## config.mk

```make
export PLATFORM = sky130hd
export DESIGN_NAME = pvfm_forward_mask
export DESIGN_NICKNAME = d
export VERILOG_FILES = /design/src/rtl/pvfm_pkg.sv /design/src/rtl/pvfm_calc_if.sv /design/src/rtl/pvfm_forward_mask.sv /design/src/rtl/pvfm_mask_calc.sv
export SDC_FILE = /design/constraint.sdc
export NUM_CORES = 2
export LEC_CHECK = 0
export ABC_AREA = 1
export BUFFER_PORTS_ARGS = -buffer_cell sky130_fd_sc_hd__buf_4
export CAP_MARGIN = 20
export CORE_UTILIZATION = 63
export CTS_CLUSTER_DIAMETER = 150
export DETAILED_ROUTE_END_ITERATION = 12
export PLACE_DENSITY = 0.89
export SYNTH_ARGS = -nofsm -noshare
export SYNTH_HDL_FRONTEND = slang
export SYNTH_SLANG_ARGS = --single-unit
```

## constraint.sdc

```tcl
create_clock -name clock_i -period 5.2 [get_ports clock_i]
set_input_delay 0 -clock clock_i [delete_from_list [all_inputs] [get_ports clock_i]]
set_output_delay 0 -clock clock_i [all_outputs]
set_load 0.03 [all_outputs]
```

## src/rtl/pvfm_pkg.sv

```systemverilog
// constants and register map of the private vlan forwarding mask block
//
// Summary of operation
// - a frame entering on a promiscuous port is limited by the vlan table member mask and the source group mask.
// - a frame entering on an isolated port is limited by source group and vlan masks to promiscuous ports.
// - an isolated port only receives frames sent from promiscuous ports of the same source group.
// - a promiscuous port may receive from every member of its source group, isolated or not.
// - there is one isolation bit per port, shared by all source groups that port is in.
// - after reset every isolation bit is clear, so all ports are promiscuous.
// - there are 24 isolation bits, a set bit meaning isolated and a clear bit promiscuous.
// - an untagged frame takes the port_default_vlan_id of its ingress port, vlan 1 after reset.
// - an egress port that is an untagged member of the frame's vlan sends it without a tag.
// - an egress port that is a tagged member of the frame's vlan sends it with the tag kept.
// - a frame goes only to members of its own vlan.
// - an egress port must be in the frame's vlan and in a source_port_group of the source.
// - the source group mask comes from the source port, with group ids apart from vlan ids.
package pvfm_pkg;

  localparam int NUM_PORTS        = 24;
  localparam int NUM_VLAN_ENTRIES = 8;
  localparam int NUM_GROUPS       = 24;
  localparam int VID_W            = 12;
  localparam int SRC_W            = 5;
  localparam int ADDR_W           = 8;
  localparam int DATA_W           = 32;

  // register map, one word per address
  localparam logic [7:0] ADDR_ISOLATE    = 8'h00;
  localparam logic [7:0] ADDR_LAST_MASK  = 8'h01;
  localparam logic [7:0] ADDR_FRAME_CNT  = 8'h02;
  localparam logic [7:0] ADDR_DROP_CNT   = 8'h03;
  localparam logic [7:0] ADDR_CONTROL    = 8'h04;
  localparam logic [7:0] ADDR_PORT_DEFAULT_VLAN_ID_BASE  = 8'h10;
  localparam logic [7:0] ADDR_VLAN_BASE  = 8'h40;
  localparam logic [7:0] ADDR_GROUP_BASE = 8'h80;
  localparam int         VLAN_STRIDE     = 4;
  localparam int         VLAN_OFS_VID    = 0;
  localparam int         VLAN_OFS_MEMBER = 1;
  localparam int         VLAN_OFS_UNTAG  = 2;

  // field positions
  localparam int VLAN_VALID_BIT = 16;
  localparam int CTRL_EN_BIT    = 0;
  localparam int CTRL_CLR_BIT   = 1;

  // reset values
  localparam logic [23:0] RST_ISOLATE     = 24'h000000;
  localparam logic [11:0] RST_PORT_DEFAULT_VLAN_ID        = 12'h001;
  localparam logic [11:0] RST_VLAN0_VID   = 12'h001;
  localparam logic [23:0] RST_ALL_PORTS   = 24'hFFFFFF;
  localparam logic        RST_FWD_ENABLE  = 1'b1;

endpackage : pvfm_pkg

```

## src/rtl/pvfm_calc_if.sv

```systemverilog
// signals between the forwarding block and its mask combiner
interface pvfm_calc_if #(
  parameter int NPORT = pvfm_pkg::NUM_PORTS
);
  logic [NPORT-1:0]          vlan_mask;
  logic [NPORT-1:0]          group_mask;
  logic [NPORT-1:0]          iso_mask;
  logic [pvfm_pkg::SRC_W-1:0] src_port;
  logic [NPORT-1:0]          egress;

  modport calc (
    input  vlan_mask,
    input  group_mask,
    input  iso_mask,
    input  src_port,
    output egress
  );
  modport user (
    output vlan_mask,
    output group_mask,
    output iso_mask,
    output src_port,
    input  egress
  );
endinterface : pvfm_calc_if

```

## src/rtl/pvfm_forward_mask.sv

```systemverilog
// private vlan forwarding mask: tables, lookup and register port
//
// The register offsets and the plain strobed port are this design's own decisions.
module pvfm_forward_mask #(
  parameter int NPORT = pvfm_pkg::NUM_PORTS,
  parameter int NVLAN = pvfm_pkg::NUM_VLAN_ENTRIES,
  parameter int NGRP  = pvfm_pkg::NUM_GROUPS
) (
  input  wire logic                          clock_i,
  input  wire logic                          rstn_i,
  input  wire logic [pvfm_pkg::ADDR_W-1:0]   reg_addr_i,
  input  wire logic [pvfm_pkg::DATA_W-1:0]   reg_wdata_i,
  input  wire logic                          reg_wr_i,
  input  wire logic                          reg_rd_i,
  output logic      [pvfm_pkg::DATA_W-1:0]   reg_rdata_o,
  input  wire logic                          frame_valid_i,
  input  wire logic [pvfm_pkg::SRC_W-1:0]    frame_src_i,
  input  wire logic                          frame_tagged_i,
  input  wire logic [pvfm_pkg::VID_W-1:0]    frame_vid_i,
  output logic                               fwd_valid_o,
  output logic      [NPORT-1:0]              fwd_mask_o,
  output logic      [NPORT-1:0]              fwd_untag_mask_o,
  output logic      [NPORT-1:0]              fwd_tag_mask_o,
  output logic      [pvfm_pkg::VID_W-1:0]    fwd_vid_o
);
  localparam int VW = pvfm_pkg::VID_W;
  localparam int DW = pvfm_pkg::DATA_W;

  // configuration state
  logic [NPORT-1:0] iso_q,       iso_d;
  logic [VW-1:0]    port_default_vlan_id_q       [NPORT];
  logic [VW-1:0]    port_default_vlan_id_d       [NPORT];
  logic             vl_valid_q   [NVLAN];
  logic             vl_valid_d   [NVLAN];
  logic [VW-1:0]    vl_vid_q     [NVLAN];
  logic [VW-1:0]    vl_vid_d     [NVLAN];
  logic [NPORT-1:0] vl_member_q  [NVLAN];
  logic [NPORT-1:0] vl_member_d  [NVLAN];
  logic [NPORT-1:0] vl_untag_q   [NVLAN];
  logic [NPORT-1:0] vl_untag_d   [NVLAN];
  logic [NPORT-1:0] grp_q        [NGRP];
  logic [NPORT-1:0] grp_d        [NGRP];
  logic             fwd_en_q,    fwd_en_d;

  // status and output state
  logic [DW-1:0]    rdata_q,     rdata_d;
  logic [NPORT-1:0] last_mask_q, last_mask_d;
  logic [DW-1:0]    frame_cnt_q, frame_cnt_d;
  logic [DW-1:0]    drop_cnt_q,  drop_cnt_d;
  logic             valid_q,     valid_d;
  logic [NPORT-1:0] mask_q,      mask_d;
  logic [NPORT-1:0] untag_q,     untag_d;
  logic [NPORT-1:0] tag_q,       tag_d;
  logic [VW-1:0]    vid_q,       vid_d;

  // lookup results
  logic             src_ok;
  logic [VW-1:0]    eff_vid;
  logic             vl_hit;
  logic [NPORT-1:0] vl_member;
  logic [NPORT-1:0] vl_untag;
  logic [NPORT-1:0] grp_mask;
  logic             clr_cnt;
  logic [NPORT-1:0] src_sel;
  logic [NVLAN-1:0] vl_match;
  logic [NGRP-1:0]  grp_hit;

  pvfm_calc_if #(.NPORT(NPORT)) calc_bus ();

  pvfm_mask_calc #(
    .NPORT (NPORT)
  ) u_calc (
    .c (calc_bus.calc)
  );

  // ingress vid from the tag or the port default
  always_comb begin
    eff_vid = frame_vid_i;
    if (!frame_tagged_i) begin
      eff_vid = '0;
      for (int p = 0; p < NPORT; p++) begin
        if (frame_src_i == pvfm_pkg::SRC_W'(p)) begin
          eff_vid = port_default_vlan_id_q[p];
        end
      end
    end
  end

  // per-port source select, per-entry vid match, per-group source membership
  for (genvar p = 0; p < NPORT; p++) begin : g_src_sel
    assign src_sel[p] = (frame_src_i == pvfm_pkg::SRC_W'(p));
  end
  for (genvar i = 0; i < NVLAN; i++) begin : g_vl_match
    assign vl_match[i] = vl_valid_q[i] && (vl_vid_q[i] == eff_vid);
  end
  for (genvar g = 0; g < NGRP; g++) begin : g_grp_hit
    assign grp_hit[g] = |(grp_q[g] & src_sel);
  end

  // vlan lookup and source group mask
  always_comb begin
    src_ok    = (frame_src_i < pvfm_pkg::SRC_W'(NPORT));
    vl_hit    = 1'b0;
    vl_member = '0;
    vl_untag  = '0;
    grp_mask  = '0;
    for (int i = 0; i < NVLAN; i++) begin
      if (!vl_hit && vl_match[i]) begin
        vl_hit    = 1'b1;
        vl_member = vl_member_q[i];
        vl_untag  = vl_untag_q[i];
      end
    end
    for (int g = 0; g < NGRP; g++) begin
      if (grp_hit[g]) begin
        grp_mask = grp_mask | grp_q[g];
      end
    end
  end

  assign calc_bus.vlan_mask  = vl_member;
  assign calc_bus.group_mask = grp_mask;
  assign calc_bus.iso_mask   = iso_q;
  assign calc_bus.src_port   = frame_src_i;

  // forwarding result and counters
  always_comb begin
    valid_d     = frame_valid_i;
    mask_d      = '0;
    untag_d     = '0;
    tag_d       = '0;
    vid_d       = vid_q;
    last_mask_d = last_mask_q;
    frame_cnt_d = frame_cnt_q;
    drop_cnt_d  = drop_cnt_q;
    if (frame_valid_i) begin
      vid_d       = eff_vid;
      frame_cnt_d = frame_cnt_q + 32'h00000001;
      if (src_ok && vl_hit && fwd_en_q) begin
        mask_d  = calc_bus.egress;
        untag_d = calc_bus.egress & vl_untag;
        tag_d   = calc_bus.egress & ~vl_untag;
      end
      last_mask_d = mask_d;
      if (mask_d == '0) begin
        drop_cnt_d = drop_cnt_q + 32'h00000001;
      end
    end
    if (clr_cnt) begin
      frame_cnt_d = '0;
      drop_cnt_d  = '0;
    end
  end

  // register writes
  always_comb begin
    iso_d    = iso_q;
    fwd_en_d = fwd_en_q;
    clr_cnt  = 1'b0;
    for (int p = 0; p < NPORT; p++) begin
      port_default_vlan_id_d[p] = port_default_vlan_id_q[p];
    end
    for (int i = 0; i < NVLAN; i++) begin
      vl_valid_d[i]  = vl_valid_q[i];
      vl_vid_d[i]    = vl_vid_q[i];
      vl_member_d[i] = vl_member_q[i];
      vl_untag_d[i]  = vl_untag_q[i];
    end
    for (int g = 0; g < NGRP; g++) begin
      grp_d[g] = grp_q[g];
    end
    if (reg_wr_i) begin
      if (reg_addr_i == pvfm_pkg::ADDR_ISOLATE) begin
        iso_d = reg_wdata_i[NPORT-1:0];
      end else if (reg_addr_i == pvfm_pkg::ADDR_CONTROL) begin
        fwd_en_d = reg_wdata_i[pvfm_pkg::CTRL_EN_BIT];
        clr_cnt  = reg_wdata_i[pvfm_pkg::CTRL_CLR_BIT];
      end
      for (int p = 0; p < NPORT; p++) begin
        if (reg_addr_i == pvfm_pkg::ADDR_PORT_DEFAULT_VLAN_ID_BASE + pvfm_pkg::ADDR_W'(p)) begin
          port_default_vlan_id_d[p] = reg_wdata_i[VW-1:0];
        end
      end
      for (int i = 0; i < NVLAN; i++) begin
        if (reg_addr_i == pvfm_pkg::ADDR_VLAN_BASE
            + pvfm_pkg::ADDR_W'(i * pvfm_pkg::VLAN_STRIDE + pvfm_pkg::VLAN_OFS_VID)) begin
          vl_valid_d[i] = reg_wdata_i[pvfm_pkg::VLAN_VALID_BIT];
          vl_vid_d[i]   = reg_wdata_i[VW-1:0];
        end else if (reg_addr_i == pvfm_pkg::ADDR_VLAN_BASE
            + pvfm_pkg::ADDR_W'(i * pvfm_pkg::VLAN_STRIDE + pvfm_pkg::VLAN_OFS_MEMBER)) begin
          vl_member_d[i] = reg_wdata_i[NPORT-1:0];
        end else if (reg_addr_i == pvfm_pkg::ADDR_VLAN_BASE
            + pvfm_pkg::ADDR_W'(i * pvfm_pkg::VLAN_STRIDE + pvfm_pkg::VLAN_OFS_UNTAG)) begin
          vl_untag_d[i] = reg_wdata_i[NPORT-1:0];
        end
      end
      for (int g = 0; g < NGRP; g++) begin
        if (reg_addr_i == pvfm_pkg::ADDR_GROUP_BASE + pvfm_pkg::ADDR_W'(g)) begin
          grp_d[g] = reg_wdata_i[NPORT-1:0];
        end
      end
    end
  end

  // register reads, data valid one cycle after the strobe only
  always_comb begin
    rdata_d = '0;
    if (reg_rd_i) begin
      if (reg_addr_i == pvfm_pkg::ADDR_ISOLATE) begin
        rdata_d[NPORT-1:0] = iso_q;
      end else if (reg_addr_i == pvfm_pkg::ADDR_LAST_MASK) begin
        rdata_d[NPORT-1:0] = last_mask_q;
      end else if (reg_addr_i == pvfm_pkg::ADDR_FRAME_CNT) begin
        rdata_d = frame_cnt_q;
      end else if (reg_addr_i == pvfm_pkg::ADDR_DROP_CNT) begin
        rdata_d = drop_cnt_q;
      end else if (reg_addr_i == pvfm_pkg::ADDR_CONTROL) begin
        rdata_d[pvfm_pkg::CTRL_EN_BIT] = fwd_en_q;
      end
      for (int p = 0; p < NPORT; p++) begin
        if (reg_addr_i == pvfm_pkg::ADDR_PORT_DEFAULT_VLAN_ID_BASE + pvfm_pkg::ADDR_W'(p)) begin
          rdata_d[VW-1:0] = port_default_vlan_id_q[p];
        end
      end
      for (int i = 0; i < NVLAN; i++) begin
        if (reg_addr_i == pvfm_pkg::ADDR_VLAN_BASE
            + pvfm_pkg::ADDR_W'(i * pvfm_pkg::VLAN_STRIDE + pvfm_pkg::VLAN_OFS_VID)) begin
          rdata_d[pvfm_pkg::VLAN_VALID_BIT] = vl_valid_q[i];
          rdata_d[VW-1:0]                   = vl_vid_q[i];
        end else if (reg_addr_i == pvfm_pkg::ADDR_VLAN_BASE
            + pvfm_pkg::ADDR_W'(i * pvfm_pkg::VLAN_STRIDE + pvfm_pkg::VLAN_OFS_MEMBER)) begin
          rdata_d[NPORT-1:0] = vl_member_q[i];
        end else if (reg_addr_i == pvfm_pkg::ADDR_VLAN_BASE
            + pvfm_pkg::ADDR_W'(i * pvfm_pkg::VLAN_STRIDE + pvfm_pkg::VLAN_OFS_UNTAG)) begin
          rdata_d[NPORT-1:0] = vl_untag_q[i];
        end
      end
      for (int g = 0; g < NGRP; g++) begin
        if (reg_addr_i == pvfm_pkg::ADDR_GROUP_BASE + pvfm_pkg::ADDR_W'(g)) begin
          rdata_d[NPORT-1:0] = grp_q[g];
        end
      end
    end
  end

  // configuration registers
  always_ff @(posedge clock_i) begin
    if (!rstn_i) begin
      iso_q    <= pvfm_pkg::RST_ISOLATE[NPORT-1:0];
      fwd_en_q <= pvfm_pkg::RST_FWD_ENABLE;
      for (int p = 0; p < NPORT; p++) begin
        port_default_vlan_id_q[p] <= pvfm_pkg::RST_PORT_DEFAULT_VLAN_ID;
      end
      for (int i = 0; i < NVLAN; i++) begin
        vl_valid_q[i]  <= (i == 0);
        vl_vid_q[i]    <= (i == 0) ? pvfm_pkg::RST_VLAN0_VID : '0;
        vl_member_q[i] <= (i == 0) ? pvfm_pkg::RST_ALL_PORTS[NPORT-1:0] : '0;
        vl_untag_q[i]  <= (i == 0) ? pvfm_pkg::RST_ALL_PORTS[NPORT-1:0] : '0;
      end
      for (int g = 0; g < NGRP; g++) begin
        grp_q[g] <= (g == 0) ? pvfm_pkg::RST_ALL_PORTS[NPORT-1:0] : '0;
      end
    end else begin
      iso_q    <= iso_d;
      fwd_en_q <= fwd_en_d;
      port_default_vlan_id_q   <= port_default_vlan_id_d;
      vl_valid_q  <= vl_valid_d;
      vl_vid_q    <= vl_vid_d;
      vl_member_q <= vl_member_d;
      vl_untag_q  <= vl_untag_d;
      grp_q       <= grp_d;
    end
  end

  // status and output registers
  always_ff @(posedge clock_i) begin
    if (!rstn_i) begin
      rdata_q     <= '0;
      last_mask_q <= '0;
      frame_cnt_q <= '0;
      drop_cnt_q  <= '0;
      valid_q     <= 1'b0;
      mask_q      <= '0;
      untag_q     <= '0;
      tag_q       <= '0;
      vid_q       <= '0;
    end else begin
      rdata_q     <= rdata_d;
      last_mask_q <= last_mask_d;
      frame_cnt_q <= frame_cnt_d;
      drop_cnt_q  <= drop_cnt_d;
      valid_q     <= valid_d;
      mask_q      <= mask_d;
      untag_q     <= untag_d;
      tag_q       <= tag_d;
      vid_q       <= vid_d;
    end
  end

  assign reg_rdata_o      = rdata_q;
  assign fwd_valid_o      = valid_q;
  assign fwd_mask_o       = mask_q;
  assign fwd_untag_mask_o = untag_q;
  assign fwd_tag_mask_o   = tag_q;
  assign fwd_vid_o        = vid_q;

endmodule : pvfm_forward_mask

```

## src/rtl/pvfm_mask_calc.sv

```systemverilog
// combines vlan, source group and isolation masks into the egress set
module pvfm_mask_calc #(
  parameter int NPORT = pvfm_pkg::NUM_PORTS
) (
  pvfm_calc_if.calc c
);
  logic [NPORT-1:0] src_onehot;
  logic             src_isolated;

  always_comb begin
    src_onehot   = '0;
    src_isolated = 1'b0;
    for (int p = 0; p < NPORT; p++) begin
      if (c.src_port == pvfm_pkg::SRC_W'(p)) begin
        src_onehot[p] = 1'b1;
        src_isolated  = c.iso_mask[p];
      end
    end
    c.egress = c.vlan_mask & c.group_mask & ~src_onehot;
    if (src_isolated) begin
      c.egress = c.egress & ~c.iso_mask;
    end
  end
endmodule : pvfm_mask_calc

```

==> run summary, run 1 <==
The run stopped with a tool error. Progress stopped at 5_1_grt. The tool reported: "[ERROR GRT-0116] Global routing finished with congestion. Check the congestion regions in the DRC Viewer". The yosys synthesis warning count came out at 0. The count of distinct cell types in the synthesized netlist is 63. The instance area at placement is 94,400 sq um. Detailed placement finished with a half-perimeter wire length of 307 mm. For this configuration, the core starts out at a cell density of 0.637. The via count of the first global-routing pass came to 106,000. The summed instance area of the synthesized netlist is 80,100 sq um. Of the total synthesized cell area, the portion taken by AND, OR, NAND and NOR gates is 0.211. The register area share after synthesis is 0.395. By area the synthesized netlist is led by dfxtp_1, a21oi_1, nand2_1. The count of port buffers added during placement is 171.

The xor and xnor area share after synthesis came out at 0.00359. The number of flops mapped to enable cells by yosys came out at 0. The multiplexer fraction of the synthesized cell area is 0. The combinational family with the most area after synthesis is compound AO/OA/AOI/OAI gates. Entering global routing, the biggest net connects 213 pins. The total clock sinks is 1,582. For this run, asynchronously set or reset flops after synthesis account for 0. The cell row count is 130.

The horizontal extent of the die came out at 359 microns. The area fraction of the dominant cell type after synthesis came out at 0.395. At the placement stage, the worst setup path has a slack of -1.60 ns. The root buffer cell chosen for the clock tree is clkbuf_16.

The share of the synthesized area in compound gates (AO/OA/AOI/OAI) is 0.273. The register bit count reported by yosys is 1,582. During I/O placement, the number of pins put on the boundary was 180. The global-route wire length before repair came out at 735 mm.

The height of the die is 359 microns. The maximum buffer depth of the clock tree is 3. The average instance area after synthesis came out at 6.67 sq um. Counting every net in the synthesized netlist gives 12,100. At the end of routability-driven placement, the weighted congestion stood at 1.26. Of the total synthesized cell area, the portion taken by full adders, half adders and majority gates is 0.000312. The CTS buffer count is 167. The global router's overall resource usage is 0.771. For this run the aggregate overflow at the end of global routing stands at 209. Synthesis produced 12,000 cells. The number of H-tree levels is 4. Among all flip-flop cells after synthesis, the most frequent one is dfxtp_1. The synthesized design spends more area on one cell type than any other, namely dfxtp_1.
[routing by layer]
layer  global-route usage  overflow
met1                0.784         1
met2                0.928        96
met3                0.623         0
met4                0.742       112
met5                0.309         0
[synth_stat cells (all sizes together), types with 5 or more instances]
library cell and n:
or2 19, and3 6, o21bai 6, o221ai 75, a211oi 19, nand3b 8, a221oi 79, clkinv 18
clkbuf 761, inv 1577, nand4 312, a21oi 1634, buf 100, a22oi 13, dfxtp 1582, xor2 30
o21ai 1593, nand2 2171, a41oi 12, nand3 455, o2111ai 59, nor2 794, a2111oi 29, nor3 96
nor4 72, o211ai 144, a31oi 9, o22ai 300, or4 5
[logic make-up after synthesis]
| group | count (synthesis) |
|---|---|
| AO/OA/AOI/OAI | 3992 |
| AND/OR/NAND/NOR | 3946 |
| buffers and inverters | 2456 |
| flip-flops | 1582 |
| XOR/XNOR | 32 |
| adder cells (fa/ha/maj) | 2 |
[stage by stage]
step                instances  setup TNS (ns)  hold slack (ns)
CTS                     15300          -36.10          0.00539
global placement        14700          -66.92            0.415
floorplan               12000               0            0.193
detailed placement      14700          -85.37            0.431
[what timing repair did]
action,in CTS
pin swaps,359
endpoints found under the hold margin,988
setup endpoints to repair,118
gates resized for setup,672
gates cloned,5
buffers inserted,216
hold buffers,41
==> inputs of run 2 (changes only) <==
--- a/config.mk
+++ b/config.mk
@@ -8,10 +8,9 @@
 export ABC_AREA = 1
 export BUFFER_PORTS_ARGS = -buffer_cell sky130_fd_sc_hd__buf_4
 export CAP_MARGIN = 20
-export CORE_UTILIZATION = 63
-export CTS_CLUSTER_DIAMETER = 150
+export CORE_UTILIZATION = 40
 export DETAILED_ROUTE_END_ITERATION = 12
-export PLACE_DENSITY = 0.89
+export PLACE_DENSITY_LB_ADDON = 0.15
 export SYNTH_ARGS = -nofsm -noshare
 export SYNTH_HDL_FRONTEND = slang
 export SYNTH_SLANG_ARGS = --single-unit
==> run summary, run 2 <==
Of the total power, the share spent switching nets is 0.269. Setup violations remaining at the end of the flow were counted as 105. Measured against its own limit, the worst slew margin works out to 0.136.

The final critical delay including setup and external delays came out at 6.80 ns. The cell row count came out at 163. For this design the ratio of total power to cell area is 257 nW/um^2. The maximum fanout along the worst path is 13. The run finished, with violations left. The overall via count from detail_route came out at 101,000. The total count of max-transition violations in the final report came out at 0.

Of the total power, registers draw 0.419. The async set-reset flop share out of synthesis came out at 0. The summed instance area of the synthesized netlist is 80,100 sq um. The total clock sinks came out at 1,582.

The register bit count reported by yosys came out at 1,582. For met3 alone, demand over resource in global routing was 0.138. Compared with the post-synthesis result, the final layout area differs by 40.9%.

The pin count of the biggest net entering global routing came out at 199. The maximum buffer depth of the clock tree is 3. The total I/O pin count is 180. The relative contribution of combinational cells to total power is 0.091. Using the TritonRoute via totals, the vias-per-cell ratio works out to 6.00. The largest individual stage delay along the critical path comes from the cell o41ai_1.

The arrival time reported for the critical path endpoint is 7.55 ns. By count the netlist is led by nand2_1, a21oi_1, dfxtp_1. The count of distinct cell types in the synthesized netlist is 63. Between clock sinks in the finished design, the worst skew comes to 0.0409 ns. The core region is 198,000 sq um. Among all flip-flop cells after synthesis, the most frequent one is dfxtp_1. The global router's overall resource usage came out at 0.491. The peak ir drop on the vdd network is 0.000375 V. The global placer's final weighted congestion is 1.09.

The largest registers in the layout are grp_q: 576 flops, port_default_vlan_id_q: 288 flops. Clock-pin slew was measured on the worst setup and hold paths at 0.05 ns. The number of placed instances, taps included, is 16,400.

The final reports fail on setup timing. Across the run, the number of max-cap violations was 0. The HPWL after detailed placement is 378 mm. In the final routed layout, each cell accounts on average for 30.4 microns. After detailed routing, the number of remaining DRC violations is 0.

The clock insertion delay at the later pin of the skew report is 0.90 ns. Excluding fillers, the count of instances in the completed layout stands at 16,900. The biggest area contributor in the post-synthesis netlist is dfxtp_1. The power share of the clock group came out at 0.490.

The initial antenna violation count came out at 51. The register area share after synthesis is 0.395. The CTS buffer count came out at 187. The worst setup path is of the input pin to flip-flop kind. The number of hold-slack violations in the final timing report came to 0. Wires add up to 514 mm. The global-route congestion overflow total is 0. STA classifies the critical path endpoint as a flip-flop. The global-route wire length before repair came out at 711 mm.

The count of routing violations after the opening detailed-route iteration came out at 14,500. The number of inserted filler cells in the final layout is 19,100. The sum of internal, switching and leakage power is 29.1 mW. The area fraction of the dominant cell type after synthesis came out at 0.395. The internal power came out at 21.3 mW. The static leakage came out at 45.2 nW. The initial utilization of the core area, before any placement, comes to 0.404. The number of routed nets with antenna violations is 0.

The count of port buffers added during placement came out at 171. Yosys attributes the largest share of cell area to dfxtp_1, a21oi_1, nand2_1. The number of H-tree levels came out at 4. Leaving out fill and tap cells, the most frequent cell in the layout is buf_4. At the end of the flow the core is filled with cells to 0.570. The root buffer cell is clkbuf_16. Leaving out fill and tap cells, the most frequent cells in the layout are buf_4, nand2_1, a21oi_1, dfxtp_1, inv_1. The smallest setup slack after layout came out at -1.60 ns. The most used standard cell by instance count after synthesis is nand2_1. The first-pass iteration count of the detailed router came out at 9. TritonCTS built the clock tree. The worst path buffer plus inverter count is 8. For the pin with the worst max-slew slack, the measured transition is 1.28 ns. The horizontal extent of the die is 450 microns. The instance area at placement is 101,000 sq um. At the end of the flow, the number of nets in the layout was 14,100. The height of the die came out at 450 microns.

The register containing the most flip-flops in the final layout is grp_q. The floorplan die area came out at 202,000 sq um. The top achievable clock speed is 0.147 GHz. The fraction of final layout cells sized beyond drive strength 1 is 0.275. The number of flops mapped to enable cells by yosys came out at 0.

Setup repair after global routing could not meet its margin everywhere. The met1 usage in global routing is 0.560. The busiest layer in global routing is met2. The minimum hold slack came out at 0.0543 ns.

The via count of the first global-routing pass came to 94,500. In this run the worst hold path is classified as input pin to flip-flop. The period utilization came out at 1.31.

The average instance area after synthesis is 6.67 sq um. The count of mapped cells out of synthesis is 12,000. The analysis attributes to net switching a power of 7.81 mW. The flip-flop count of the largest register after layout is 576. The most repeated library cell on the critical path is buf_4. The post-route standard cell area excluding fillers is 113,000 sq um. The worst setup path is launched from an input pin.

The synthesized netlist net count came out at 12,100. The yosys synthesis warning count came out at 0. The required arrival time at the worst endpoint is 5.95 ns. The delay contributed by the slowest stage of the critical path came out at 0.63 ns. The cell family with the largest share of critical-path delay is simple AND/OR/NAND/NOR gates. The met2 usage came out at 0.731.
[run 2: final cells by class]
cell class                 instances  area [sq um]  share of cell area
inverter                        1595          6020              0.0533
timing repair buffer            2727         22200               0.196
sequential                      1582         31800               0.281
multi-input combinational       7972         43200               0.382
clock buffer                     272          5390              0.0477
clock inverter                    71          1070             0.00945
antenna                           39          97.6            0.000864
tap                             2640          3300              0.0292
[run 2: kinds of logic after synthesis]
family | Yosys count | share of synthesized area
adders and majority gates | 2 | 0.000312
and+or+nand+nor | 3946 | 0.211
xor gates and xnor gates | 32 | 0.00359
AOI/OAI and AO/OA | 3992 | 0.273
DFF | 1582 | 0.395
buffers and inverters | 2456 | 0.117
[run 2: worst paths after layout]
check	from	end	slack [ns]	depth (start not counted)
worst max-delay path	frame_src_i[4]	drop_cnt_q[26]$_SDFFE_PP0P_	-1.60	36
worst min-delay path	frame_vid_i[8]	fwd_vid_o[8]$_SDFFE_PN0P_	0.05	7
worst max register to register	grp_q[336]$_SDFFE_PN0P_	drop_cnt_q[26]$_SDFFE_PP0P_	-1.52	32
worst min register to register	vl_member_q[105]$_SDFFE_PN0P_	vl_member_q[105]$_SDFFE_PN0P_	0.47	2
[run 2: metrics by stage]
step | worst slack [ns] | TNS (ns)
2_1_floorplan | 0.416 | 0
3_3_place_gp | -1.99 | -127.07
3_5_place_dp | -2.02 | -130.50
4_1_cts | -1.22 | -64.02
5_1_grt | -1.75 | -97.50
6_report | -1.60 | -83.09
[run 2: what timing repair did]
action / CTS / global route
gates cloned: 5 / 1
buffers inserted: 126 / 29
hold buffers: 39 / 0
pin swaps: 343 / 418
endpoints found under the hold margin: 843 / 0
endpoints found under the setup margin: 144 / 137
gates resized for setup: 746 / 414
[run 2: worst reg2reg max path, delay by kind of cell (launching register included)]
kind / cells / cell delay (ns)
AOI/OAI and AO/OA: 7 / 1.73
and+or+nand+nor: 18 / 3.39
DFF: 1 / 0.31
buffers and inverters: 7 / 1.18
[run 2: metal layers]
metal  wire length, microns  share of wire
met4                  59400           0.12
met2                 217000           0.42
met5                    307        0.00060
met3                  55700           0.11
met1                 182000           0.35
[run 2: power by group through the flow]
stage | Combinational (mW) | Sequential, mW | Clock, mW
global route | 2.66 | 12.2 | 14.7
floorplan | 0.928 | 12.5 | 0
finish | 2.64 | 12.2 | 14.3
global placement | 2.36 | 12.4 | 0
CTS | 2.47 | 12.2 | 14.2
detailed placement | 2.35 | 12.4 | 0
Power figures use the tool's default switching activity.
